==> src/pcpg_pkg.sv <==
/*
  pcpg_pkg: register map, field positions, reset values and limits
  of the pulse checker and pattern generator.
  assumes: 50 MHz clock, times counted in 100 ps units, levels in mV.
*/
`default_nettype none
package pcpg_pkg;
  localparam int unsigned NREG = 23;
  localparam int unsigned AW   = 5;
  // register word indices (byte address = 4 * index)
  localparam logic [AW-1:0] R_CTRL    = 5'h00;
  localparam logic [AW-1:0] R_STATUS  = 5'h01;
  localparam logic [AW-1:0] R_LEVELS  = 5'h02;
  localparam logic [AW-1:0] R_AMPLIM  = 5'h03;
  localparam logic [AW-1:0] R_WINDOW  = 5'h04;
  localparam logic [AW-1:0] R_PER_LO  = 5'h05;
  localparam logic [AW-1:0] R_SPAN_LO = 5'h07;
  localparam logic [AW-1:0] R_OFS_LO  = 5'h09;
  localparam logic [AW-1:0] R_RISE_LO = 5'h0b;
  localparam logic [AW-1:0] R_FALL_LO = 5'h0d;
  localparam logic [AW-1:0] R_STEP_LO = 5'h0f;
  localparam logic [AW-1:0] R_PATCFG  = 5'h11;
  localparam logic [AW-1:0] R_TAPS    = 5'h12;
  localparam logic [AW-1:0] R_BAUD    = 5'h13;
  localparam logic [AW-1:0] R_LENGTH  = 5'h14;
  localparam logic [AW-1:0] R_PREAMB  = 5'h15;
  localparam logic [AW-1:0] R_LOOPS   = 5'h16;
  // control bits
  localparam int unsigned C_RUN    = 0;
  localparam int unsigned C_TRIG   = 1;
  localparam int unsigned C_DOUBLE = 2;
  localparam int unsigned C_CLRERR = 3;
  localparam int unsigned C_PATTERN = 4;
  // pattern config fields
  localparam int unsigned P_TYPE_LSB = 0;
  localparam int unsigned P_NLEV_LSB = 4;
  // error codes, lowest code has priority
  typedef enum logic [2:0] {
    ERR_NONE  = 3'h0,
    ERR_AMPL  = 3'h1,
    ERR_TIMING = 3'h2,
    ERR_EDGE  = 3'h3,
    ERR_DELAY = 3'h4,
    ERR_GEN   = 3'h5
  } pcpg_err_t;
  // time base
  localparam longint TU_PS      = 100;
  localparam longint PS_PER_S   = 64'd1_000_000_000_000;
  localparam longint SPAN_MAX_PS = 64'd1_600_000_000_000;
  localparam longint PER_MIN_PS = 800;
  localparam longint EDGE_MIN_PS = 1_000;
  localparam longint EDGE_MAX_PS = 64'd100_000_000_000;
  localparam longint OFS_MIN_PS = 200;
  localparam longint OFS_GAP_PS = 200;
  localparam longint RES_MIN_PS = 200;
  localparam longint SCLK_MAX_HZ = 64'd5_000_000_000;
  localparam longint MEM_MAX_PTS = 32_000_000;
  localparam int unsigned TW = 44;
  localparam logic [TW-1:0] SPAN_MAX_U = TW'(SPAN_MAX_PS / TU_PS);
  localparam logic [TW-1:0] PER_MIN_U  = TW'(PER_MIN_PS / TU_PS);
  localparam logic [TW-1:0] EDGE_MIN_U = TW'(EDGE_MIN_PS / TU_PS);
  localparam logic [TW-1:0] EDGE_MAX_U = TW'(EDGE_MAX_PS / TU_PS);
  localparam logic [TW-1:0] OFS_MIN_U  = TW'(OFS_MIN_PS / TU_PS);
  localparam logic [TW-1:0] OFS_MAX_U  = TW'((SPAN_MAX_PS - OFS_GAP_PS) / TU_PS);
  localparam logic [TW-1:0] RES_MIN_U  = TW'(RES_MIN_PS / TU_PS);
  localparam logic [TW-1:0] SCLK_MIN_U = TW'(PS_PER_S / SCLK_MAX_HZ / TU_PS);
  localparam logic [TW-1:0] MEM_MAX_U  = TW'(MEM_MAX_PTS);
  localparam logic [31:0]   CLK_HZ     = 32'd50_000_000;
  localparam logic [30:0]   LFSR_SEED  = 31'h7fffffff;
  // reset values, index order
  localparam logic [NREG-1:0][31:0] REG_RST = '{
    32'h0000_0000, 32'h0000_0000, 32'h0000_0000, 32'h0000_0000,
    32'h0000_0000, 32'h0000_0000, 32'h0000_0000, 32'h0000_0000,
    32'h0000_0000, 32'h0000_0000, 32'h0000_0000, 32'h0000_0000,
    32'h0000_0000, 32'h0000_0000, 32'h0000_0000, 32'h0000_0000,
    32'h0000_0000, 32'h0000_0000, 32'h0000_0000, 32'h0000_0000,
    32'h0000_0000, 32'h0000_0000, 32'h0000_0000};
  localparam logic [31:0] RST_LEVELS = 32'hfe0c_01f4;
  localparam logic [31:0] RST_AMPLIM = 32'h0fa0_0032;
  localparam logic [31:0] RST_WINDOW = 32'hf060_0fa0;
  localparam logic [31:0] RST_PATCFG = 32'h0000_0020;
  localparam logic [31:0] RST_BAUD   = 32'h0098_9680;
  localparam logic [31:0] RST_LENGTH = 32'h0000_007f;
  localparam logic [31:0] RST_PREAMB = 32'h0000_0010;
  localparam logic [31:0] RST_LOOPS  = 32'h0000_0001;
endpackage
`default_nettype wire

==> src/pcpg_top.sv <==
/*
  pcpg_top: pulse settings conflict checker and multi-level
  pseudo-random pattern sequencer, classic wishbone register slave.
  assumes: one clock, trigger pin from another domain, sample
  consumer takes sample_o on each sample_stb_o pulse.
*/
// Decided for this implementation: the register offsets and the Wishbone slave port.
`timescale 1ns/10ps
`default_nettype none
module pcpg_top (
  input  wire  logic                clk_i,
  input  wire  logic                srst_i,
  input  wire  logic                ce_i,
  input  wire  logic                wb_cyc_i,
  input  wire  logic                wb_stb_i,
  input  wire  logic                wb_we_i,
  input  wire  logic [31:0]         wb_adr_i,
  input  wire  logic [3:0]          wb_sel_i,
  input  wire  logic [31:0]         wb_dat_i,
  output logic [31:0]               wb_dat_o,
  output logic                      wb_ack_o,
  input  wire  logic                trig_i,
  output logic signed [15:0]        sample_o,
  output logic                      sample_stb_o,
  output logic                      pattern_active_o,
  output logic                      err_sticky_o,
  output pcpg_pkg::pcpg_err_t       err_code_o
);
  import pcpg_pkg::*;

  typedef enum logic [3:0] {
    ST_IDLE = 4'b0001,
    ST_PRE  = 4'b0010,
    ST_PLAY = 4'b0100,
    ST_DONE = 4'b1000
  } pcpg_state_t;

  // register file
  logic [31:0] regs [NREG];
  logic        ack_reg;
  logic [31:0] rdat_reg;
  logic        err_reg;
  pcpg_err_t   code_reg;

  wire logic [AW-1:0] widx   = wb_adr_i[AW+1:2];
  wire logic          hit    = (wb_adr_i[31:AW+2] == '0) && (widx < AW'(NREG));
  wire logic          req    = wb_cyc_i && wb_stb_i && !ack_reg;
  wire logic          wr     = req && wb_we_i && hit;
  wire logic [31:0]   bmask  = {{8{wb_sel_i[3]}}, {8{wb_sel_i[2]}},
                                {8{wb_sel_i[1]}}, {8{wb_sel_i[0]}}};
  wire logic          clr_wr = wr && (widx == R_CTRL) && wb_sel_i[0] && wb_dat_i[C_CLRERR];

  function automatic logic [31:0] rst_val(input int unsigned i);
    logic [31:0] v;
    v = REG_RST[i];
    case (AW'(i))
      R_LEVELS: v = RST_LEVELS;
      R_AMPLIM: v = RST_AMPLIM;
      R_WINDOW: v = RST_WINDOW;
      R_PATCFG: v = RST_PATCFG;
      R_BAUD:   v = RST_BAUD;
      R_LENGTH: v = RST_LENGTH;
      R_PREAMB: v = RST_PREAMB;
      R_LOOPS:  v = RST_LOOPS;
      default:  v = REG_RST[i];
    endcase
    return v;
  endfunction

  function automatic logic [TW-1:0] time_of(input logic [31:0] hi, input logic [31:0] lo);
    return TW'({hi[7:0], lo});
  endfunction

  // status word shows block state one cycle behind st_reg, with the registered error code and sticky flag
  logic [3:0] state_reg;
  wire logic [31:0] status_w = {24'h0, state_reg, code_reg, err_reg};
  wire logic [31:0] rd_w = !hit ? 32'h0 :
                           (widx == R_STATUS) ? status_w :
                           (widx == R_CTRL) ? (regs[widx] & ~(32'h1 << C_CLRERR)) :
                           regs[widx];

  always_ff @(posedge clk_i) begin
    if (srst_i) begin
      for (int i = 0; i < NREG; i++) begin
        regs[i] <= rst_val(i);
      end
    end else if (ce_i && wr && widx != R_STATUS) begin
      regs[widx] <= (regs[widx] & ~bmask) | (wb_dat_i & bmask);
    end
  end

  always_ff @(posedge clk_i) begin
    if (srst_i) begin
      ack_reg  <= 1'b0;
      rdat_reg <= 32'h0;
    end else if (ce_i) begin
      ack_reg  <= req;
      rdat_reg <= rd_w;
    end
  end
  assign wb_ack_o = ack_reg;
  assign wb_dat_o = rdat_reg;

  // settings conflict checks
  wire logic [31:0] ctrl   = regs[R_CTRL];
  wire logic signed [16:0] top_mv = 17'(signed'(regs[R_LEVELS][15:0]));
  wire logic signed [16:0] bot_mv = 17'(signed'(regs[R_LEVELS][31:16]));
  wire logic signed [16:0] amp_min = 17'(signed'(regs[R_AMPLIM][15:0]));
  wire logic signed [16:0] amp_max = 17'(signed'(regs[R_AMPLIM][31:16]));
  wire logic signed [16:0] win_max = 17'(signed'(regs[R_WINDOW][15:0]));
  wire logic signed [16:0] win_min = 17'(signed'(regs[R_WINDOW][31:16]));
  wire logic signed [16:0] lv_diff = top_mv - bot_mv;
  wire logic signed [16:0] lv_sum  = top_mv + bot_mv;

  wire logic [TW-1:0] per_u  = time_of(regs[R_PER_LO + AW'(1)], regs[R_PER_LO]);
  wire logic [TW-1:0] span_u = time_of(regs[R_SPAN_LO + AW'(1)], regs[R_SPAN_LO]);
  wire logic [TW-1:0] ofs_u  = time_of(regs[R_OFS_LO + AW'(1)], regs[R_OFS_LO]);
  wire logic [TW-1:0] rise_u = time_of(regs[R_RISE_LO + AW'(1)], regs[R_RISE_LO]);
  wire logic [TW-1:0] fall_u = time_of(regs[R_FALL_LO + AW'(1)], regs[R_FALL_LO]);
  wire logic [TW-1:0] step_u = time_of(regs[R_STEP_LO + AW'(1)], regs[R_STEP_LO]);
  wire logic [TW-1:0] sf_u   = span_u + fall_u;
  wire logic [TW-1:0] pts_u  = TW'(step_u * MEM_MAX_U);

  // reversed levels give a negative span, below the minimum
  wire logic e_ampl = (lv_diff < amp_min) || (lv_sum > amp_max) ||
                      (top_mv > win_max) || (bot_mv < win_min);
  wire logic e_tim  = (per_u > SPAN_MAX_U) || (per_u < PER_MIN_U) ||
                      (rise_u > span_u);
  wire logic e_edge = (rise_u < EDGE_MIN_U) || (fall_u < EDGE_MIN_U) ||
                      (rise_u > EDGE_MAX_U) || (fall_u > EDGE_MAX_U) ||
                      (sf_u > SPAN_MAX_U);
  wire logic e_ofs_rng = (ofs_u < OFS_MIN_U) || (ofs_u > OFS_MAX_U);
  wire logic e_single  = !ctrl[C_DOUBLE] && (ofs_u + sf_u > SPAN_MAX_U);
  wire logic e_double  = ctrl[C_DOUBLE] &&
                         (ofs_u + (sf_u << 1) > SPAN_MAX_U);
  wire logic e_delay = !ctrl[C_PATTERN] && (e_ofs_rng || e_single || e_double);
  wire logic e_gen   = (step_u < RES_MIN_U) || (step_u < SCLK_MIN_U) ||
                       (per_u > pts_u);

  // priority pick keeps only the first conflict
  wire pcpg_err_t code_w = e_ampl  ? ERR_AMPL :
                           e_tim   ? ERR_TIMING :
                           e_edge  ? ERR_EDGE :
                           e_delay ? ERR_DELAY :
                           e_gen   ? ERR_GEN : ERR_NONE;

  // set wins over clear; pattern output never stops for it
  always_ff @(posedge clk_i) begin
    if (srst_i) begin
      err_reg  <= 1'b0;
      code_reg <= ERR_NONE;
    end else if (ce_i) begin
      code_reg <= code_w;
      err_reg  <= (code_w != ERR_NONE) || (err_reg && !clr_wr);
    end
  end
  assign err_sticky_o = err_reg;
  assign err_code_o   = code_reg;

  // pattern generator
  wire logic [2:0]  ptype  = regs[R_PATCFG][P_TYPE_LSB +: 3];
  wire logic [2:0]  nlev_r = regs[R_PATCFG][P_NLEV_LSB +: 3];
  wire logic [2:0]  nlev   = (nlev_r < 3'h2 || nlev_r > 3'h5) ? 3'h2 : nlev_r;
  wire logic [1:0]  kbits  = (nlev == 3'h2) ? 2'h1 : (nlev == 3'h5) ? 2'h3 : 2'h2;
  wire logic [30:0] taps   = regs[R_TAPS][30:0];
  wire logic [31:0] baud   = (regs[R_BAUD] > CLK_HZ) ? CLK_HZ : regs[R_BAUD];
  wire logic [31:0] len_b  = regs[R_LENGTH];
  wire logic [31:0] pre_b  = regs[R_PREAMB];
  wire logic [31:0] loops  = regs[R_LOOPS];

  function automatic logic [30:0] lfsr_step(input logic [30:0] s,
                                            input logic [2:0]  t,
                                            input logic [30:0] m);
    logic fb;
    fb = 1'b0;
    case (t)
      3'h0:    fb = s[6] ^ s[5];
      3'h1:    fb = s[8] ^ s[4];
      3'h2:    fb = s[10] ^ s[8];
      3'h3:    fb = s[14] ^ s[13];
      3'h4:    fb = s[22] ^ s[17];
      3'h5:    fb = s[30] ^ s[27];
      default: fb = ^(s & m);
    endcase
    return {s[29:0], fb};
  endfunction

  function automatic logic [30:0] lfsr_adv(input logic [30:0] s,
                                           input logic [1:0]  k,
                                           input logic [2:0]  t,
                                           input logic [30:0] m);
    logic [30:0] v;
    v = s;
    for (int i = 0; i < 3; i++) begin
      if (i < int'(k)) begin
        v = lfsr_step(v, t, m);
      end
    end
    return v;
  endfunction

  function automatic logic signed [15:0] level_of(input logic [2:0] sym,
                                                  input logic [2:0] n);
    logic signed [23:0] prod;
    logic signed [23:0] q;
    prod = 24'(lv_diff) * 24'(signed'({1'b0, sym}));
    q    = prod / 24'(signed'({1'b0, n - 3'h1}));
    return 16'(24'(bot_mv) + q);
  endfunction

  // trigger pin synchroniser
  logic trig_s1_reg;
  logic trig_s2_reg;
  logic trig_s3_reg;
  always_ff @(posedge clk_i) begin
    if (srst_i) begin
      trig_s1_reg <= 1'b0;
      trig_s2_reg <= 1'b0;
      trig_s3_reg <= 1'b0;
    end else if (ce_i) begin
      trig_s1_reg <= trig_i;
      trig_s2_reg <= trig_s1_reg;
      trig_s3_reg <= trig_s2_reg;
    end
  end
  wire logic trig_rise = trig_s2_reg && !trig_s3_reg;

  // bit timing by rate accumulator, one symbol per tick
  logic [31:0] acc_reg;
  wire logic [32:0] acc_sum = {1'b0, acc_reg} + {1'b0, baud};
  wire logic        tick    = acc_sum >= {1'b0, CLK_HZ};
  wire logic [31:0] acc_next = tick ? 32'(acc_sum - {1'b0, CLK_HZ}) : acc_sum[31:0];

  pcpg_state_t st_reg;
  pcpg_state_t st_next;
  logic [30:0] lfsr_reg;
  logic [30:0] start_reg;
  logic [31:0] cnt_reg;
  logic [31:0] loop_reg;
  logic        pend_reg;

  wire logic        run     = ctrl[C_RUN];
  wire logic [30:0] lfsr_nx = lfsr_adv(lfsr_reg, kbits, ptype, taps);
  wire logic [2:0]  sym_raw = (kbits == 2'h1) ? {2'h0, lfsr_nx[0]} :
                              (kbits == 2'h2) ? {1'b0, lfsr_nx[1:0]} : lfsr_nx[2:0];
  wire logic [2:0]  sym     = (sym_raw > nlev - 3'h1) ? nlev - 3'h1 : sym_raw;
  wire logic [31:0] cnt_nx  = cnt_reg + 32'(kbits);
  wire logic        pre_end = cnt_nx >= pre_b;
  wire logic        pat_end = cnt_nx >= len_b;
  wire logic        last    = ctrl[C_TRIG] && (loop_reg + 32'h1 >= loops);
  wire logic        emit    = tick && (st_reg == ST_PRE || st_reg == ST_PLAY);

  always_comb begin
    st_next = st_reg;
    unique case (st_reg)
      ST_IDLE: st_next = run ? ST_PRE : ST_IDLE;
      ST_PRE:  st_next = (tick && pre_end && (pend_reg || trig_rise)) ? ST_PLAY
                                                                       : ST_PRE;
      ST_PLAY: st_next = (tick && pat_end && last) ? ST_DONE : ST_PLAY;
      ST_DONE: st_next = ST_DONE;
      default: st_next = ST_IDLE;
    endcase
    if (!run) begin
      st_next = ST_IDLE;
    end
  end

  always_ff @(posedge clk_i) begin
    if (srst_i) begin
      st_reg <= ST_IDLE;
      acc_reg <= 32'h0;
    end else if (ce_i) begin
      st_reg <= st_next;
      acc_reg <= (st_reg == ST_IDLE) ? 32'h0 : acc_next;
    end
  end

  // trigger held until the preamble pass ends; set wins over clear
  always_ff @(posedge clk_i) begin
    if (srst_i) begin
      pend_reg <= 1'b0;
    end else if (ce_i) begin
      pend_reg <= (st_reg == ST_PRE) && (trig_rise || (pend_reg && st_next == ST_PRE));
    end
  end

  always_ff @(posedge clk_i) begin
    if (srst_i) begin
      lfsr_reg  <= LFSR_SEED;
      start_reg <= LFSR_SEED;
      cnt_reg   <= 32'h0;
      loop_reg  <= 32'h0;
    end else if (ce_i) begin
      if (st_reg == ST_IDLE) begin
        lfsr_reg <= LFSR_SEED;
        cnt_reg  <= 32'h0;
        loop_reg <= 32'h0;
      end else if (emit && st_reg == ST_PRE) begin
        cnt_reg  <= pre_end ? 32'h0 : cnt_nx;
        if (pre_end && st_next == ST_PRE) begin
          lfsr_reg <= LFSR_SEED;
        end else begin
          lfsr_reg <= lfsr_nx;
        end
        if (pre_end) begin
          start_reg <= lfsr_nx;
        end
      end else if (emit) begin
        cnt_reg  <= pat_end ? 32'h0 : cnt_nx;
        lfsr_reg <= pat_end ? start_reg : lfsr_nx;
        if (pat_end) begin
          loop_reg <= loop_reg + 32'h1;
        end
      end
    end
  end

  // nrz hold: sample changes on symbol ticks, and rests at the bottom level while idle
  always_ff @(posedge clk_i) begin
    if (srst_i) begin
      sample_o     <= 16'sh0;
      sample_stb_o <= 1'b0;
      state_reg    <= 4'h0;
    end else if (ce_i) begin
      sample_stb_o <= emit;
      state_reg    <= st_reg;
      if (emit) begin
        sample_o <= level_of(sym, nlev);
      end else if (st_reg == ST_IDLE) begin
        sample_o <= 16'(bot_mv);
      end
    end
  end
  assign pattern_active_o = (st_reg == ST_PLAY);

endmodule
`default_nettype wire

==> config.mk <==
export PLATFORM = sky130hd
export DESIGN_NAME = pcpg_top
export DESIGN_NICKNAME = d
export VERILOG_FILES = /design/src/pcpg_pkg.sv /design/src/pcpg_top.sv
export SDC_FILE = /design/constraint.sdc
export NUM_CORES = 2
export LEC_CHECK = 0
export ABC_AREA = 1
export BUFFER_PORTS_ARGS = -buffer_cell sky130_fd_sc_hd__buf_2
export CORE_UTILIZATION = 35
export CTS_BUF_LIST = sky130_fd_sc_hd__clkbuf_16
export CTS_CLUSTER_SIZE = 28
export DETAILED_ROUTE_END_ITERATION = 6
export PLACE_DENSITY_LB_ADDON = 0.12
export SLEW_MARGIN = 20
export SYNTH_ARGS = -nofsm -noshare
export SYNTH_HDL_FRONTEND = slang
export SYNTH_SLANG_ARGS = --single-unit
==> constraint.sdc <==
create_clock -name clk_i -period 55.2 [get_ports clk_i]
set_clock_uncertainty 0.15 [all_clocks]
set_input_delay 2.76 -clock clk_i [delete_from_list [all_inputs] [get_ports clk_i]]
set_output_delay 2.76 -clock clk_i [all_outputs]
set_load 0.005 [all_outputs]
==> report_table.html <==
<table>
<tr><th>Metric</th><th>Value</th></tr>
<tr><th colspan="2">Outcome</th></tr>
<tr><td>Status</td><td>completed</td></tr>
<tr><th colspan="2">Placement</th></tr>
<tr><td># port buffers</td><td>around 130</td></tr>
<tr><td>Post-Place Setup Slack</td><td>1950 ps</td></tr>
<tr><td>Weighted congestion at the end of routability-driven global placement</td><td>around 0.95</td></tr>
<tr><td>Placed inst area</td><td>a little under 100,000 sq um</td></tr>
<tr><td>HPWL after DPL</td><td>approximately 260,000 um</td></tr>
<tr><th colspan="2">Drt</th></tr>
<tr><td>Vias</td><td>between 80,000 and 90,000</td></tr>
<tr><td>Violation count after the first detailed-routing iteration</td><td>8,107</td></tr>
<tr><td>Antenna violation net count after detailed routing</td><td>0</td></tr>
<tr><td>Final wirelength</td><td>around 350,000 um</td></tr>
<tr><td>Drc violations</td><td>0</td></tr>
<tr><td>Final routed wire length divided by cell count</td><td>around 23 um</td></tr>
<tr><td>TritonRoute pass-1 iters</td><td>5</td></tr>
<tr><td>Via density</td><td>about 5.4</td></tr>
<tr><th colspan="2">Global route</th></tr>
<tr><td>Global-route congestion overflow total</td><td>0</td></tr>
<tr><td>Total routing resource utilization after global routing</td><td>roughly a quarter</td></tr>
<tr><td>Vias in the first global route</td><td>~76,000</td></tr>
<tr><td>First-pass GRT wire length</td><td>between 500,000 and 600,000 um</td></tr>
<tr><td>Pin count of the biggest net entering global routing</td><td>between 90 and 100</td></tr>
<tr><td>Antenna violations before repair</td><td>18</td></tr>
<tr><th colspan="2">Worst setup path</th></tr>
<tr><td>Dominant delay contributor by cell family on the critical path</td><td>simple AND/OR/NAND/NOR gates</td></tr>
<tr><td>Minimum setup slack among reg-to-reg paths</td><td>between 5000 and 6000 ps</td></tr>
<tr><td>Critical Path Most Common Cell</td><td>sky130_fd_sc_hd__nand2_1</td></tr>
<tr><td>Max stage delay on crit path</td><td>530 ps</td></tr>
<tr><td>Critical Path Source Type</td><td>register</td></tr>
<tr><td>Critical path buffer and inverter count</td><td>63</td></tr>
<tr><td>Setup crit start</td><td>regs[17][5]$_SDFFCE_PN1P_</td></tr>
<tr><td>Kind of end point of the critical path</td><td>register</td></tr>
<tr><td>Crit Path Category</td><td>register to register</td></tr>
<tr><td>Crit-path slowest cell</td><td>sky130_fd_sc_hd__fa_1</td></tr>
<tr><td>Critical Path AT</td><td>approximately 50,000 ps</td></tr>
<tr><td>Biggest fanout along the worst timing path</td><td>30</td></tr>
<tr><td>Critical register-to-register path startpoint</td><td>regs[17][5]$_SDFFCE_PN1P_</td></tr>
<tr><td>Required time worst endpoint</td><td>~56,000 ps</td></tr>
<tr><th colspan="2">Die</th></tr>
<tr><td>Starting density of the core</td><td>a little over a third</td></tr>
<tr><td>Die Wd</td><td>513 um</td></tr>
<tr><td>Die span in y</td><td>about 510 um</td></tr>
<tr><td>Total die area</td><td>between 200,000 and 300,000 sq um</td></tr>
<tr><td>Placeable core area</td><td>roughly 260,000 sq um</td></tr>
<tr><td>Number of cell rows</td><td>187</td></tr>
<tr><td>IO Count</td><td>130</td></tr>
<tr><th colspan="2">CTS</th></tr>
<tr><td>Cell chosen for the clock root</td><td>sky130_fd_sc_hd__clkbuf_16</td></tr>
<tr><td>TritonCTS clock tree</td><td>yes</td></tr>
<tr><td>Clock edge transition at the registers on the reported setup and hold paths</td><td>~60 ps</td></tr>
<tr><td>CTS H-tree depth</td><td>4</td></tr>
<tr><td>Clk sink count</td><td>between 1,000 and 1,500</td></tr>
<tr><td>Clock tree buffer depth</td><td>3</td></tr>
<tr><td>Number of buffers created by CTS</td><td>148</td></tr>
<tr><td>Post-CTS Hold Buffers</td><td>0</td></tr>
<tr><td>Source-to-sink clock delay at the later pin of the worst-skew pair</td><td>slightly above 800 ps</td></tr>
<tr><th colspan="2">Logic synthesis</th></tr>
<tr><td>Synthesized area</td><td>a little over 90,000 sq um</td></tr>
<tr><td>Yosys cell types</td><td>89</td></tr>
<tr><td>Most repeated cell in the gate-level netlist after synthesis</td><td>sky130_fd_sc_hd__nand2_1</td></tr>
<tr><td>Share of async-settable or async-resettable flops after synthesis</td><td>0%</td></tr>
<tr><td>Most numerous cell types in the synthesized netlist</td><td>sky130_fd_sc_hd__nand2_1, sky130_fd_sc_hd__inv_1, sky130_fd_sc_hd__nor2_1, sky130_fd_sc_hd__edfxtp_1, sky130_fd_sc_hd__ha_1</td></tr>
<tr><td>Sequential area share after synthesis</td><td>38.6%</td></tr>
<tr><td>Average size of a mapped cell</td><td>between 8 and 9 sq um</td></tr>
<tr><td>EDFF count, synth</td><td>between 1,000 and 1,500</td></tr>
<tr><td>Library cell occupying the most area in the post-synthesis netlist</td><td>sky130_fd_sc_hd__edfxtp_1</td></tr>
<tr><td>Post-synth top flop</td><td>sky130_fd_sc_hd__edfxtp_1</td></tr>
<tr><td>Synthesized flop and latch total</td><td>approximately 1,200</td></tr>
<tr><td>Area share of the largest cell type after synthesis</td><td>33.7%</td></tr>
<tr><td>Synth top area cells</td><td>sky130_fd_sc_hd__edfxtp_1, sky130_fd_sc_hd__nand2_1, sky130_fd_sc_hd__ha_1</td></tr>
<tr><td>Number of warnings reported in the yosys synthesis log</td><td>0</td></tr>
<tr><td>Synth Instances</td><td>~11,000</td></tr>
<tr><th colspan="2">Run</th></tr>
<tr><td>Maxcap violations</td><td>0</td></tr>
<tr><th colspan="2">Power</th></tr>
<tr><td>PD cells</td><td>67.1 nW/um^2</td></tr>
<tr><td>Fraction of power consumed by the clock network</td><td>about 14%</td></tr>
<tr><td>Largest vdd supply drop</td><td>0.107 mV</td></tr>
<tr><td>Portion of total power attributed to combinational logic</td><td>between 60% and 70%</td></tr>
<tr><td>Net switching power</td><td>between 3 and 4 mW</td></tr>
<tr><td>Leakage power</td><td>45.8 nW</td></tr>
<tr><td>Power share of the sequential group</td><td>16.1%</td></tr>
<tr><td>Total internal power</td><td>3.04 mW</td></tr>
<tr><td>Switching Share</td><td>a little under three fifths</td></tr>
<tr><th colspan="2">Min path</th></tr>
<tr><td>Startpoint of the tightest hold check path</td><td>start_reg[8]$_SDFFE_PP1P_</td></tr>
<tr><td>Hold/Removal Path Class</td><td>register to register</td></tr>
<tr><th colspan="2">Final layout</th></tr>
<tr><td>Area of all placed cells without fillers</td><td>102,000 sq um</td></tr>
<tr><td>Growth of design area from synthesis to finish</td><td>11.7%</td></tr>
<tr><td>Most flop-heavy register</td><td>regs</td></tr>
<tr><td>Core utilization of the finished layout</td><td>approximately 39%</td></tr>
<tr><td>Share of post-route cells with drive strength above 1</td><td>under 10%</td></tr>
<tr><td>Number of filler cells placed in the layout</td><td>between 20,000 and 30,000</td></tr>
<tr><td>Largest register FFs</td><td>1,024</td></tr>
<tr><td>Total Nets Final</td><td>between 10,000 and 15,000</td></tr>
<tr><th colspan="2">STA</th></tr>
<tr><td>Unrepaired setup endpoints after global routing</td><td>no</td></tr>
<tr><td>Final worst hold slack</td><td>around 310 ps</td></tr>
<tr><td>Hold violation count in the final report</td><td>0</td></tr>
<tr><td>Tcrit/Tclk final</td><td>90.8%</td></tr>
<tr><td>Clock period minus final worst setup slack</td><td>~50,000 ps</td></tr>
<tr><td>Number of endpoints failing setup at the final stage</td><td>0</td></tr>
<tr><td>Transition time of the tightest slew-check pin</td><td>1340 ps</td></tr>
<tr><td>Highest Clock Rate</td><td>0.0199 GHz</td></tr>
<tr><td>Slew headroom</td><td>between 10% and 20%</td></tr>
<tr><td>Max Transition Viols Final</td><td>0</td></tr>
<tr><td>Worst Slack Setup Final</td><td>~5100 ps</td></tr>
<tr><td>Total negative slack</td><td>0 ps</td></tr>
</table>
## worst register-to-register path, delay by kind of cell (launching register included)
kind,cells,cell delay (ps)
xor gates and xnor gates,3,730
buffers and inverters,63,6950
and+or+nand+nor,156,21540
DFF,1,380
AOI/OAI and AO/OA,62,10840
adders and majority gates,29,9490
## power groups by stage
stage	sequential, mW	clock (mW)	combinational [mW]
floorplan	1.10	0	3.70
global placement	1.12	0	4.71
detailed placement	1.12	0	4.75
CTS	1.10	0.975	4.77
global route	1.10	1.01	5.41
finish	1.10	0.961	4.78
## metal layers
layer | vias up | routed length (um) | track usage, %
li1 | 38400 | - | -
met3 | 436 | 24800 | 3.78
met4 | 8 | 14200 | 9.77
met5 | - | 48 | 0
met2 | 2731 | 158000 | 41.5
met1 | 39200 | 154000 | 35.5
## cell families (layout without fill, tap and decap cells)
group,count (synthesis),in the layout,share of synthesized area (%)
compound gates,2019,2019,14.3
other cells,1,339,0.00411
buf+inv,1947,2082,8.45
simple gates,4794,4795,23.3
xor+xnor,374,374,3.59
fa+ha+maj,777,777,11.7
flops,1248,1248,38.6
mux,3,3,0.0329
## cells in the final DEF, fill, tap and decap left out, types with 37 or more instances in the layout
cell type and instances:
sky130_fd_sc_hd__o21ai_1 62, sky130_fd_sc_hd__xnor2_1 116, sky130_fd_sc_hd__inv_1 1461, sky130_fd_sc_hd__buf_4 149, sky130_fd_sc_hd__o21bai_1 75, sky130_fd_sc_hd__nor3_1 93
sky130_fd_sc_hd__clkinv_1 56, sky130_fd_sc_hd__a221oi_1 48, sky130_fd_sc_hd__o211ai_1 37, sky130_fd_sc_hd__nor4_1 59, sky130_fd_sc_hd__nand4_1 183, sky130_fd_sc_hd__clkbuf_16 151
sky130_fd_sc_hd__nand2_2 121, sky130_fd_sc_hd__fa_1 126, sky130_fd_sc_hd__nand3_2 54, sky130_fd_sc_hd__o21ai_0 290, sky130_fd_sc_hd__nand3_1 554, sky130_fd_sc_hd__nor2_1 1271
sky130_fd_sc_hd__a21boi_0 43, sky130_fd_sc_hd__inv_2 65, sky130_fd_sc_hd__xor2_1 257, sky130_fd_sc_hd__buf_2 126, sky130_fd_sc_hd__conb_1 329, sky130_fd_sc_hd__nand2_1 2207
sky130_fd_sc_hd__o221ai_1 100, sky130_fd_sc_hd__a21oi_1 596, sky130_fd_sc_hd__ha_1 650, sky130_fd_sc_hd__nor2_2 66, sky130_fd_sc_hd__a22oi_1 393, sky130_fd_sc_hd__o2111ai_1 40
sky130_fd_sc_hd__dfxtp_1 224, sky130_fd_sc_hd__edfxtp_1 1024
## what timing repair did
action                     in CTS  in global routing
resized for setup               0                 31
setup buffers                   0                  0
setup endpoints to repair       0                 16
## worst paths after layout
path / to / depth (start not counted)
hold reg to reg: start_reg[8]$_SDFFE_PP1P_ / 2
hold / removal: start_reg[8]$_SDFFE_PP1P_ / 2
setup / recovery: sample_o[15]$_SDFFE_PP0P_ / 313
setup reg to reg: sample_o[15]$_SDFFE_PP0P_ / 313
## cell type report
class | count | area [sq um] | area share, %
diodes | 10 | 25.0 | 0.0245
repair buffers | 281 | 1850 | 1.82
inverters | 1528 | 5800 | 5.69
clock inverters | 122 | 921 | 0.903
well taps | 3402 | 4260 | 4.18
multi-input cells | 8297 | 50100 | 49.1
flip-flops and latches | 1248 | 35200 | 34.6
clock buffers | 151 | 3780 | 3.71
## stage by stage
step	power (mW)	std cells
2_1_floorplan	4.81	11500
3_3_place_gp	5.83	14800
5_1_grt	7.53	15000
6_report	6.84	15000
4_1_cts	6.85	15000
3_5_place_dp	5.87	14800
(Power assumes the default switching activity.)
